File: src/design/sdpd_pkg.sv
// Shared constants and types for the SDRAM power-down sequencer.
package sdpd_pkg;

  // ---------------------------------------------------------------------------
  // Clock and timer widths
  // ---------------------------------------------------------------------------
  localparam int CLK_PERIOD_PS = 50000;
  localparam int TMR_W         = 16;
  localparam int CFG_W         = 8;

  // ---------------------------------------------------------------------------
  // Timing figures in their own units
  // ---------------------------------------------------------------------------
  localparam int EXIT_DELAY_NCK      = 4;
  localparam int EXIT_DELAY_PS       = 6000;
  localparam int CKE_WIDTH_NCK       = 3;
  localparam int CKE_WIDTH_PS        = 5000;
  localparam int CMD_PATH_DIS_NCK    = 4;
  localparam int STABLE_CLK_NCK      = 5;
  localparam int STABLE_CLK_PS       = 10000;
  localparam int ACT_TO_PD_NCK       = 2;
  localparam int PRE_TO_PD_NCK       = 2;
  localparam int REF_TO_PD_NCK       = 1;
  localparam int RD_TO_PD_EXTRA_NCK  = 5;
  localparam int WR_BL8_EXTRA_NCK    = 4;
  localparam int WR_BC4_EXTRA_NCK    = 2;
  localparam int WRA_EXTRA_NCK       = 1;
  localparam int TERM_DELAY_MAX_PS   = 9000;
  localparam int RESIDENCY_REFI_MULT = 9;
  localparam int REFI_DEFAULT_NS     = 7800;

  // Least times round up, never below one cycle; nCK floor taken as larger.
  function automatic int min_cycles(input int nck, input int ps);
    int c;
    c = (ps + CLK_PERIOD_PS - 1) / CLK_PERIOD_PS;
    if (c < 1) c = 1;
    return (c > nck) ? c : nck;
  endfunction : min_cycles

  // Longest times round down, never below one cycle.
  function automatic int max_cycles(input int ps);
    int c;
    c = ps / CLK_PERIOD_PS;
    return (c < 1) ? 1 : c;
  endfunction : max_cycles

  localparam int EXIT_DELAY_CYC = min_cycles(EXIT_DELAY_NCK, EXIT_DELAY_PS);
  localparam int CKE_WIDTH_CYC  = min_cycles(CKE_WIDTH_NCK, CKE_WIDTH_PS);
  localparam int STABLE_CLK_CYC = min_cycles(STABLE_CLK_NCK, STABLE_CLK_PS);
  localparam int TERM_WAIT_CYC  = min_cycles(1, TERM_DELAY_MAX_PS);

  // ---------------------------------------------------------------------------
  // Command codes and sequencer states
  // ---------------------------------------------------------------------------
  typedef enum logic [3:0] {
    CMD_DES, CMD_ACT, CMD_PRE, CMD_PREA, CMD_RD, CMD_RDA,
    CMD_WR, CMD_WRA, CMD_REF, CMD_MRS
  } sdpd_cmd_t;

  typedef enum logic [2:0] {
    ST_ACTIVE, ST_PD_ENTRY, ST_PD, ST_CLK_WAKE, ST_EXIT
  } sdpd_state_t;

endpackage : sdpd_pkg

File: src/design/sdpd_timer.sv
// Down-counting spacing timer that only ever extends its remaining wait.
`timescale 1ns/1ns
module sdpd_timer #(
  parameter int W = 16
) (
  input  wire logic         clk_sys,
  input  wire logic         srst,
  input  wire logic         load,
  input  wire logic [W-1:0] load_val,
  output logic              done
);

  logic [W-1:0] cnt_q;
  logic [W-1:0] cnt_dec;

  assign cnt_dec = (cnt_q != '0) ? cnt_q - W'(1) : '0;
  assign done    = (cnt_q == '0);

  // A new load never shortens a wait already running.
  always_ff @(posedge clk_sys) begin
    if (srst) begin
      cnt_q <= '0;
    end else if (load && (load_val > cnt_dec)) begin
      cnt_q <= load_val;
    end else begin
      cnt_q <= cnt_dec;
    end
  end

endmodule : sdpd_timer

File: src/design/sdpd_ctrl.sv
// Controller side of SDRAM power-down: entry spacing, CKE timing, exit and ODT.
`timescale 1ns/1ns
module sdpd_ctrl
  import sdpd_pkg::*;
#(
  parameter int REFI_NS = sdpd_pkg::REFI_DEFAULT_NS
) (
  input  wire logic                       clk_sys,
  input  wire logic                       srst,
  input  wire logic                       cmd_valid,
  input  wire sdpd_pkg::sdpd_cmd_t        cmd_code,
  output logic                            cmd_ready,
  input  wire logic                       pd_enter_req,
  input  wire logic                       pd_exit_req,
  input  wire logic                       odt_req,
  input  wire logic [sdpd_pkg::CFG_W-1:0] read_latency,
  input  wire logic [sdpd_pkg::CFG_W-1:0] write_latency,
  input  wire logic [sdpd_pkg::CFG_W-1:0] write_recovery_ns,
  input  wire logic [sdpd_pkg::CFG_W-1:0] write_recovery_cyc,
  input  wire logic [sdpd_pkg::CFG_W-1:0] mode_update_delay,
  input  wire logic                       burst_chop_fixed,
  output logic                            mem_cke,
  output sdpd_pkg::sdpd_cmd_t             mem_cmd,
  output logic                            mem_clk_run,
  output logic                            mem_odt,
  output logic                            odt_settled,
  output logic                            pd_active
);
  import sdpd_pkg::*;

  // ---------------------------------------------------------------------------
  // Derived counts
  // ---------------------------------------------------------------------------
  localparam int RESIDENCY_CYC = (RESIDENCY_REFI_MULT * REFI_NS * 1000) / CLK_PERIOD_PS;
  localparam logic [TMR_W-1:0] PERIOD_NS = TMR_W'(CLK_PERIOD_PS / 1000);

  sdpd_state_t      state_q;
  logic             cmd_ready_q;
  logic             mem_cke_q;
  sdpd_cmd_t        mem_cmd_q;
  logic             mem_clk_run_q;
  logic             mem_odt_q;
  logic             odt_settled_q;
  logic             pd_active_q;
  logic             cmd_fire;
  logic             enter_go;
  logic             exit_want;
  logic [TMR_W-1:0] twr_cyc;
  logic [TMR_W-1:0] wr_extra;
  logic [TMR_W-1:0] entry_need;
  logic             entry_load;
  logic             entry_done;
  logic             cke_done;
  logic             stage_done;
  logic             stage_load;
  logic [TMR_W-1:0] stage_val;
  logic             res_done;
  logic             odt_done;
  logic             cke_flip;
  logic             wake_go;
  logic             exit_done;

  assign cmd_ready   = cmd_ready_q;
  assign mem_cke     = mem_cke_q;
  assign mem_cmd     = mem_cmd_q;
  assign mem_clk_run = mem_clk_run_q;
  assign mem_odt     = mem_odt_q;
  assign odt_settled = odt_settled_q;
  assign pd_active   = pd_active_q;

  assign cmd_fire = cmd_valid && cmd_ready_q && (state_q == ST_ACTIVE);

  // ---------------------------------------------------------------------------
  // Spacing from the last command to power-down entry
  // ---------------------------------------------------------------------------
  assign twr_cyc  = (TMR_W'(write_recovery_ns) + PERIOD_NS - TMR_W'(1)) / PERIOD_NS;
  assign wr_extra = burst_chop_fixed ? TMR_W'(WR_BC4_EXTRA_NCK) : TMR_W'(WR_BL8_EXTRA_NCK);

  always_comb begin
    entry_need = '0;
    entry_load = cmd_fire;
    case (cmd_code)
      CMD_ACT:  entry_need = TMR_W'(ACT_TO_PD_NCK);
      CMD_PRE,
      CMD_PREA: entry_need = TMR_W'(PRE_TO_PD_NCK);
      CMD_RD,
      CMD_RDA:  entry_need = TMR_W'(read_latency) + TMR_W'(RD_TO_PD_EXTRA_NCK);
      CMD_WR:   entry_need = TMR_W'(write_latency) + wr_extra + twr_cyc;
      CMD_WRA:  entry_need = TMR_W'(write_latency) + wr_extra
                           + TMR_W'(write_recovery_cyc) + TMR_W'(WRA_EXTRA_NCK);
      CMD_REF:  entry_need = TMR_W'(REF_TO_PD_NCK);
      CMD_MRS:  entry_need = TMR_W'(mode_update_delay);
      default:  entry_need = '0;
    endcase
  end

  // Only command-to-entry spacing and the CKE high width gate entry; device-internal
  // activity may still be running when CKE falls.
  sdpd_timer #(.W(TMR_W)) u_entry_tmr (
    .clk_sys  (clk_sys),
    .srst     (srst),
    .load     (entry_load),
    .load_val (entry_need),
    .done     (entry_done)
  );

  // ---------------------------------------------------------------------------
  // CKE level width
  // ---------------------------------------------------------------------------
  sdpd_timer #(.W(TMR_W)) u_cke_tmr (
    .clk_sys  (clk_sys),
    .srst     (srst),
    .load     (cke_flip),
    .load_val (TMR_W'(CKE_WIDTH_CYC - 1)),
    .done     (cke_done)
  );

  // ---------------------------------------------------------------------------
  // Stage timer: command-path disable, clock stable before exit, exit delay
  // ---------------------------------------------------------------------------
  sdpd_timer #(.W(TMR_W)) u_stage_tmr (
    .clk_sys  (clk_sys),
    .srst     (srst),
    .load     (stage_load),
    .load_val (stage_val),
    .done     (stage_done)
  );

  // ---------------------------------------------------------------------------
  // Residency limit
  // ---------------------------------------------------------------------------
  sdpd_timer #(.W(TMR_W)) u_res_tmr (
    .clk_sys  (clk_sys),
    .srst     (srst),
    .load     (enter_go),
    .load_val (TMR_W'(RESIDENCY_CYC - STABLE_CLK_CYC - 1)),
    .done     (res_done)
  );

  // ---------------------------------------------------------------------------
  // Sequencer decisions
  // ---------------------------------------------------------------------------
  assign enter_go = (state_q == ST_ACTIVE) && pd_enter_req && !cmd_fire
                    && entry_done && cke_done;
  // Leaving is allowed after the least width, and forced at the limit.
  assign exit_want = (state_q == ST_PD) && cke_done && stage_done
                     && (pd_exit_req || res_done);
  assign cke_flip  = enter_go || wake_go;
  assign wake_go   = (state_q == ST_CLK_WAKE) && stage_done;
  assign exit_done = (state_q == ST_EXIT) && stage_done && cke_done;

  always_comb begin
    stage_load = 1'b0;
    stage_val  = '0;
    if (enter_go) begin
      stage_load = 1'b1;
      stage_val  = TMR_W'(CMD_PATH_DIS_NCK - 1);
    end else if (exit_want) begin
      stage_load = 1'b1;
      stage_val  = TMR_W'(STABLE_CLK_CYC - 1);
    end else if (wake_go) begin
      stage_load = 1'b1;
      stage_val  = TMR_W'(EXIT_DELAY_CYC - 1);
    end
  end

  // ---------------------------------------------------------------------------
  // Sequencer state
  // ---------------------------------------------------------------------------
  always_ff @(posedge clk_sys) begin
    if (srst) begin
      state_q <= ST_ACTIVE;
    end else begin
      case (state_q)
        ST_ACTIVE: begin
          if (enter_go) begin
            state_q <= ST_PD_ENTRY;
          end
        end
        ST_PD_ENTRY: begin
          if (stage_done) begin
            state_q <= ST_PD;
          end
        end
        ST_PD: begin
          if (exit_want) begin
            state_q <= ST_CLK_WAKE;
          end
        end
        ST_CLK_WAKE: begin
          if (wake_go) begin
            state_q <= ST_EXIT;
          end
        end
        ST_EXIT: begin
          if (exit_done) begin
            state_q <= ST_ACTIVE;
          end
        end
        default: begin
          state_q <= ST_ACTIVE;
        end
      endcase
    end
  end

  // ---------------------------------------------------------------------------
  // Clock enable
  // ---------------------------------------------------------------------------
  always_ff @(posedge clk_sys) begin
    if (srst) begin
      mem_cke_q <= 1'b1;
    end else if (enter_go) begin
      mem_cke_q <= 1'b0;
    end else if (wake_go) begin
      mem_cke_q <= 1'b1;
    end
  end

  // ---------------------------------------------------------------------------
  // Memory clock: stopped while resident, restarted ahead of the CKE rise
  // ---------------------------------------------------------------------------
  always_ff @(posedge clk_sys) begin
    if (srst) begin
      mem_clk_run_q <= 1'b1;
    end else if (state_q == ST_PD) begin
      mem_clk_run_q <= exit_want;
    end
  end

  // ---------------------------------------------------------------------------
  // Status and command acceptance
  // ---------------------------------------------------------------------------
  always_ff @(posedge clk_sys) begin
    if (srst) begin
      pd_active_q <= 1'b0;
    end else if (enter_go) begin
      pd_active_q <= 1'b1;
    end else if (exit_done) begin
      pd_active_q <= 1'b0;
    end
  end

  // Commands are refused from the entry edge until the exit delay has run out.
  always_ff @(posedge clk_sys) begin
    if (srst) begin
      cmd_ready_q <= 1'b0;
    end else if (enter_go) begin
      cmd_ready_q <= 1'b0;
    end else if ((state_q == ST_ACTIVE) || exit_done) begin
      cmd_ready_q <= 1'b1;
    end
  end

  // ---------------------------------------------------------------------------
  // Command bus: deselect whenever no command is taken
  // ---------------------------------------------------------------------------
  always_ff @(posedge clk_sys) begin
    if (srst) begin
      mem_cmd_q <= CMD_DES;
    end else if (cmd_fire && !enter_go) begin
      mem_cmd_q <= cmd_code;
    end else begin
      mem_cmd_q <= CMD_DES;
    end
  end

  // ---------------------------------------------------------------------------
  // Termination: wait out the longest asynchronous switch time
  // ---------------------------------------------------------------------------
  sdpd_timer #(.W(TMR_W)) u_odt_tmr (
    .clk_sys  (clk_sys),
    .srst     (srst),
    .load     (odt_req != mem_odt_q),
    .load_val (TMR_W'(TERM_WAIT_CYC)),
    .done     (odt_done)
  );

  always_ff @(posedge clk_sys) begin
    if (srst) begin
      mem_odt_q     <= 1'b0;
      odt_settled_q <= 1'b1;
    end else begin
      mem_odt_q     <= odt_req;
      odt_settled_q <= odt_done && (odt_req == mem_odt_q);
    end
  end

endmodule : sdpd_ctrl

File: config.mk
export PLATFORM = sky130hd
export DESIGN_NAME = sdpd_ctrl
export DESIGN_NICKNAME = d
export VERILOG_FILES = /design/src/design/sdpd_pkg.sv /design/src/design/sdpd_timer.sv /design/src/design/sdpd_ctrl.sv
export SDC_FILE = /design/constraint.sdc
export NUM_CORES = 1
export LEC_CHECK = 0
export BUFFER_PORTS_ARGS = -buffer_cell sky130_fd_sc_hd__buf_4
export CELL_PAD_IN_SITES_DETAIL_PLACEMENT = 1
export CELL_PAD_IN_SITES_GLOBAL_PLACEMENT = 2
export CORE_MARGIN = 2
export CORE_UTILIZATION = 39
export DETAILED_ROUTE_END_ITERATION = 8
export PLACE_DENSITY_LB_ADDON = 0.08
export SETUP_SLACK_MARGIN = 0.15
export SYNTH_ARGS = -nofsm -noshare
export SYNTH_HDL_FRONTEND = slang
export SYNTH_SLANG_ARGS = --single-unit
File: constraint.sdc
create_clock -name clk_sys -period 16.5 [get_ports clk_sys]
set_input_delay 4.125 -clock clk_sys [delete_from_list [all_inputs] [get_ports clk_sys]]
set_output_delay 4.125 -clock clk_sys [all_outputs]
set_load 0.01 [all_outputs]
### Word level (Yosys, flattened, before mapping)

Index checks and enable logic that the tools add are counted.

| word-level totals | value |
|---|---|
| register bits after elaboration | 93 |
| output and inout bits | 10 |
| logic and storage cells | 128 |

| cells by class | value |
|---|---|
| add/sub/neg operators | 12 |
| div/mod/pow operators | 1 |
| order comparisons | 5 |
| equal/unequal tests | 20 |
| muxes and demuxes | 28 |
| bitwise gates (word level) | 1 |
| reductions and logical operators | 45 |

Operators with widths:

| kind | number |
|---|---|
| 2-to-1 mux 16 bit | 7 |
| one-hot mux 16 bit (6 select lines) | 1 |
| logical NOT 16 bit | 5 |
| nonzero test 16 bit | 5 |
| subtractor 16 x 1 -> 16 bit (second input constant) | 5 |
| 2-to-1 mux 3 bit | 8 |
| logical AND 1 bit | 19 |
| adder 16 bit | 1 |
| divider 16 x 6 -> 16 bit (second input constant) | 1 |
| == test 4 x 3 -> 1 bit (second input constant) | 4 |
| > comparator 1 x 16 -> 1 bit (first input constant) | 1 |
| > comparator 11 x 16 -> 1 bit (first input constant) | 1 |
| > comparator 16 bit | 1 |
| > comparator 2 x 16 -> 1 bit (first input constant) | 1 |
| > comparator 3 x 16 -> 1 bit | 1 |
| one-hot mux 3 bit (5 select lines) | 1 |
| OR reduction 2 bit | 6 |
| adder 10 x 1 -> 11 bit (second input constant) | 1 |
| 2-to-1 mux 11 bit | 1 |
| adder 9 x 8 -> 10 bit | 1 |
| != test 2 bit (second input constant) | 5 |
| subtractor 9 x 1 -> 10 bit (second input constant) | 1 |
| adder 8 x 3 -> 9 bit | 1 |
| adder 8 x 3 -> 9 bit (second input constant) | 1 |
| 18 further kinds | 33 |

### Logic depth before layout (Yosys ltp)

| logic depth | value |
|---|---|
| depth in word-level cells | 10 |
| depth in mapped cells | 25 |

### Cells and area by module

A second synthesis with hierarchy kept.

| second synthesis, totals | value |
|---|---|
| cells, all modules | 1144 |
| area total of the unflattened synthesis | 9317.7 um^2 |

By module, submodules not included:

| module | instances | cells each | area an instance (um^2) | seq. area each (um^2) |
|---|---|---|---|---|
| sdpd_timer | 5 | 170 | 1425.1 | 320.3 |
| sdpd_ctrl | 1 | 294 | 2192.1 | 260.2 |

### Worst setup path before layout

Ideal clock, no wire load.

| timing | value |
|---|---|
| path kind | register to output |
| start point | register cmd_ready_q, in the netlist cmd_ready |
| end point | output cmd_ready |
| arrival | 0.362 ns |
| data required time | 12.375 ns |
| path slack | 12.013 ns |
| cell stages (with the launch flop) | 1 |
| path buffers | 0 |
| cell sequence | dfxtp_1 |

RTL lines:

| item | line | RTL |
|---|---|---|
| start: declaration | sdpd_ctrl.sv:38 | `logic cmd_ready_q;` |
| start signal: assignment | sdpd_ctrl.sv:247 | `cmd_ready_q <= 1'b0;` |
| start signal: assignment | sdpd_ctrl.sv:249 | `cmd_ready_q <= 1'b0;` |
| start signal: assignment | sdpd_ctrl.sv:251 | `cmd_ready_q <= 1'b1;` |
| end: declaration | sdpd_ctrl.sv:12 | `output logic cmd_ready,` |

No word-level cell between the ends.

==> metrics.cfg <==
[logic_synthesis]
synth_edf_count = 0
async_flop_share = 0
yosys_warnings = 0
synth_top_area_frac = 0.2848
synthesis.nets = 926
synth_area_um2 = 6536
synth_top_area_cell = dfxtp_1
ys_top_cells_by_area = dfxtp_1 (28%), ha_1 (7.1%), nor2_1 (6.5%)
syn_inst = 835
synthFlopType = dfxtp_1
yosysSeqAreaShare = 0.2848
syn_area_per_cell_um2 = 7.828
synth_cell_types = 67
ys_ff_latch = 93

[global_route]
grt_pass1_wl_um = 30840
grt_pass1_vias = 6319
grt_overflow_total = 0
grt_max_degree = 51
antenna_found_initial = 0
grt_use_total = 0.2106

[layout]
fin_cells = 1104
final_cell_mix = nor2_1 (114), dfxtp_1 (93), buf_4 (61)
drive_gt1_frac = 0.1267
nFillCells = 2031
final_common_cell = nor2_1
area_growth_pct = 14.34
nets = 970
antenna_cells = 0

[power]
p_leak_uw = 0.003106
ir_drop_uv = 85.53
power_density_nw_per_um2 = 180.6

[placement]
io_buffers = 60
dp_hpwl_um = 14130
gp_congestion = 0.8191
dp.cells = 1088
dp_worst_setup_slack_ns = 6.448

[timing]
setup_viol_count_final = 0
drv_slew = 0
period_needed_ns = 9.831
rsz0062_at_grt = no
worstMarginPinSlew_ns = 0.8361
clock_skew_ns = 0.006773
fin_ws_ns = 6.669
max_freq_mhz = 101.7
slew_headroom = 0.4375
hold_violations = 0
fin_crit_sh = 0.5958
fin_setup_tns_ns = 0

[setup_path]
required_ns = 16.75
cp-end-kind = flip-flop
crit_type = in2reg
rr_worst_depth = 13
critPathArrivalTime_ns = 10.08
cp_max_fo = 10
critPathLaunchType = input port

[run_status]
status = completed

[route]
wirelength_um = 18160
vias = 6145
remaining_drc_errors = 0
first_pass_iters = 4
viasPerCell = 5.566
route.detailed.wl_per_inst_um = 16.44
ant_nets = 0
drt_iter0_markers = 216

[floorplan]
pin_count = 61
die_w_um = 133.5
die_y_um = 133.5
start_util = 0.3970
rows = 47
core_area_um2 = 16470
fp.dieArea_um2 = 17810

[clock_tree]
clkTransAtPathRegs_ns = 0.07
cts_tree = yes
h-tree-depth = 3
worstSkewPairLatency_ns = 0.35
ctsHoldBuffers = 0
cts_buffers = 9
post-cts-setup-buffer-count = 0
clock-root-buffer = clkbuf_16
ctsLongestPathBuffers = 2
cts_resized = 0
cts.sinks = 93

[hold_path]
worstHoldPathType = reg2reg
min_path_cells = 1

[job]
max_cap_viol_count = 0

==> cells by family after synthesis <==
family / Yosys count / share of synthesized area
AND/OR/NAND/NOR: 373 / 0.2969
flip-flops: 93 / 0.2848
buffers and inverters: 70 / 0.04192
AO/OA/AOI/OAI: 170 / 0.1730
adder cells (fa/ha/maj): 40 / 0.08002
XOR/XNOR: 78 / 0.1057
multiplexers: 11 / 0.01761
==> metal layers <==
metal	track usage	up-vias	part of all wire
met5	0	-	0
met4	0.05378	0	0.015
met3	0.03158	17	0.017
met2	0.3840	62	0.51
met1	0.2591	2984	0.46
li1	-	3082	-
==> final timing paths <==
check | startpoint | end | slack, ns
max | write_recovery_ns[0] | u_entry_tmr.cnt_q[2] | 6.67
min | u_cke_tmr.cnt_q[0] | u_cke_tmr.cnt_q[0] | 0.44
max reg2reg | u_entry_tmr.cnt_q[7] | u_entry_tmr.cnt_q[2] | 12.11
min reg2reg | u_cke_tmr.cnt_q[0] | u_cke_tmr.cnt_q[0] | 0.44
==> cell type report <==
class	count	area [um2]	share of cell area
multi-input combinational	672	4400	0.5888
sequential	93	1862	0.2491
timing repair buffer	61	457.9	0.06128
tap	220	275.3	0.03683
clock buffer	12	266.5	0.03566
inverter	42	157.7	0.02109
clock inverter	4	53.80	0.007199
==> registers in the layout (all words and copies together), names as in the netlist <==
signal / cells
u_res_tmr.cnt_q: 16
odt_settled: 1
mem_clk_run: 1
cmd_ready: 1
pd_active: 1
u_odt_tmr.cnt_q: 16
mem_cmd: 4
state_q: 3
u_cke_tmr.cnt_q: 16
mem_cke: 1
u_stage_tmr.cnt_q: 16
u_entry_tmr.cnt_q: 16
mem_odt: 1
==> where the power goes <==
part	switching, uW	leakage (uW)	internal [uW]	total, uW
logic	434	0.00219	317	752
registers	80.4	0.000763	293	373
clock network	94.7	0.000151	131	225
total	610	0.00311	740	1350
==> cell usage after synthesis, types with 6 or more instances <==
master    instances
a211oi_1          9
a21o_1            7
a21oi_1          52
a22o_1            7
and2_1           11
and3_1            9
clkbuf_1         24
dfxtp_1          93
ha_1             37
inv_1            42
mux2i_1           7
nand2_1          54
nand2b_1          7
nand3_1          21
nand4_1          11
nor2_1          114
nor2b_1          12
nor3_1           42
nor3b_1           8
nor4_1           22
o21a_1           11
o21ai_0          25
o31ai_1           8
or2_2            11
or3_1            13
or4_1             6
xnor2_1          44
xor2_1           33
==> per-stage QoR <==
stage / utilization / hold slack, ns / area [um2] / total power [uW]
after global placement: 0.4344 / 0.4238 / 7153 / 1092
after global routing: 0.4539 / 0.4730 / 7473 / 1479
after detailed placement: 0.4344 / 0.4312 / 7153 / 1125
after CTS: 0.4539 / 0.4438 / 7473 / 1358
final: 0.4539 / 0.4414 / 7473 / 1350
after floorplan: - / 0.4138 / 6536 / 951.4
==> worst max-delay path: stages <==
cell	delay, ns
buf_4	0.14
ha_1	0.26
a311oi_1	0.52
nor2b_1	0.14
a211oi_1	0.39
a21oi_1	0.08
o21ai_0	0.38
o21ai_0	0.25
mux2_2	0.29
o22ai_1	0.11
ha_1	0.22
fa_1	0.40
a21o_1	0.17
a21oi_1	0.21
o21bai_1	0.17
nor2_1	0.07
xnor2_1	0.15
a221o_1	0.39
ha_1	0.32
nand3_1	0.09
nor3_1	0.05
nor3_1	0.13
nand2_1	0.25
a21oi_2	0.28
nand2_2	0.18
a211oi_1	0.32
Power figures use the tool's default switching activity.
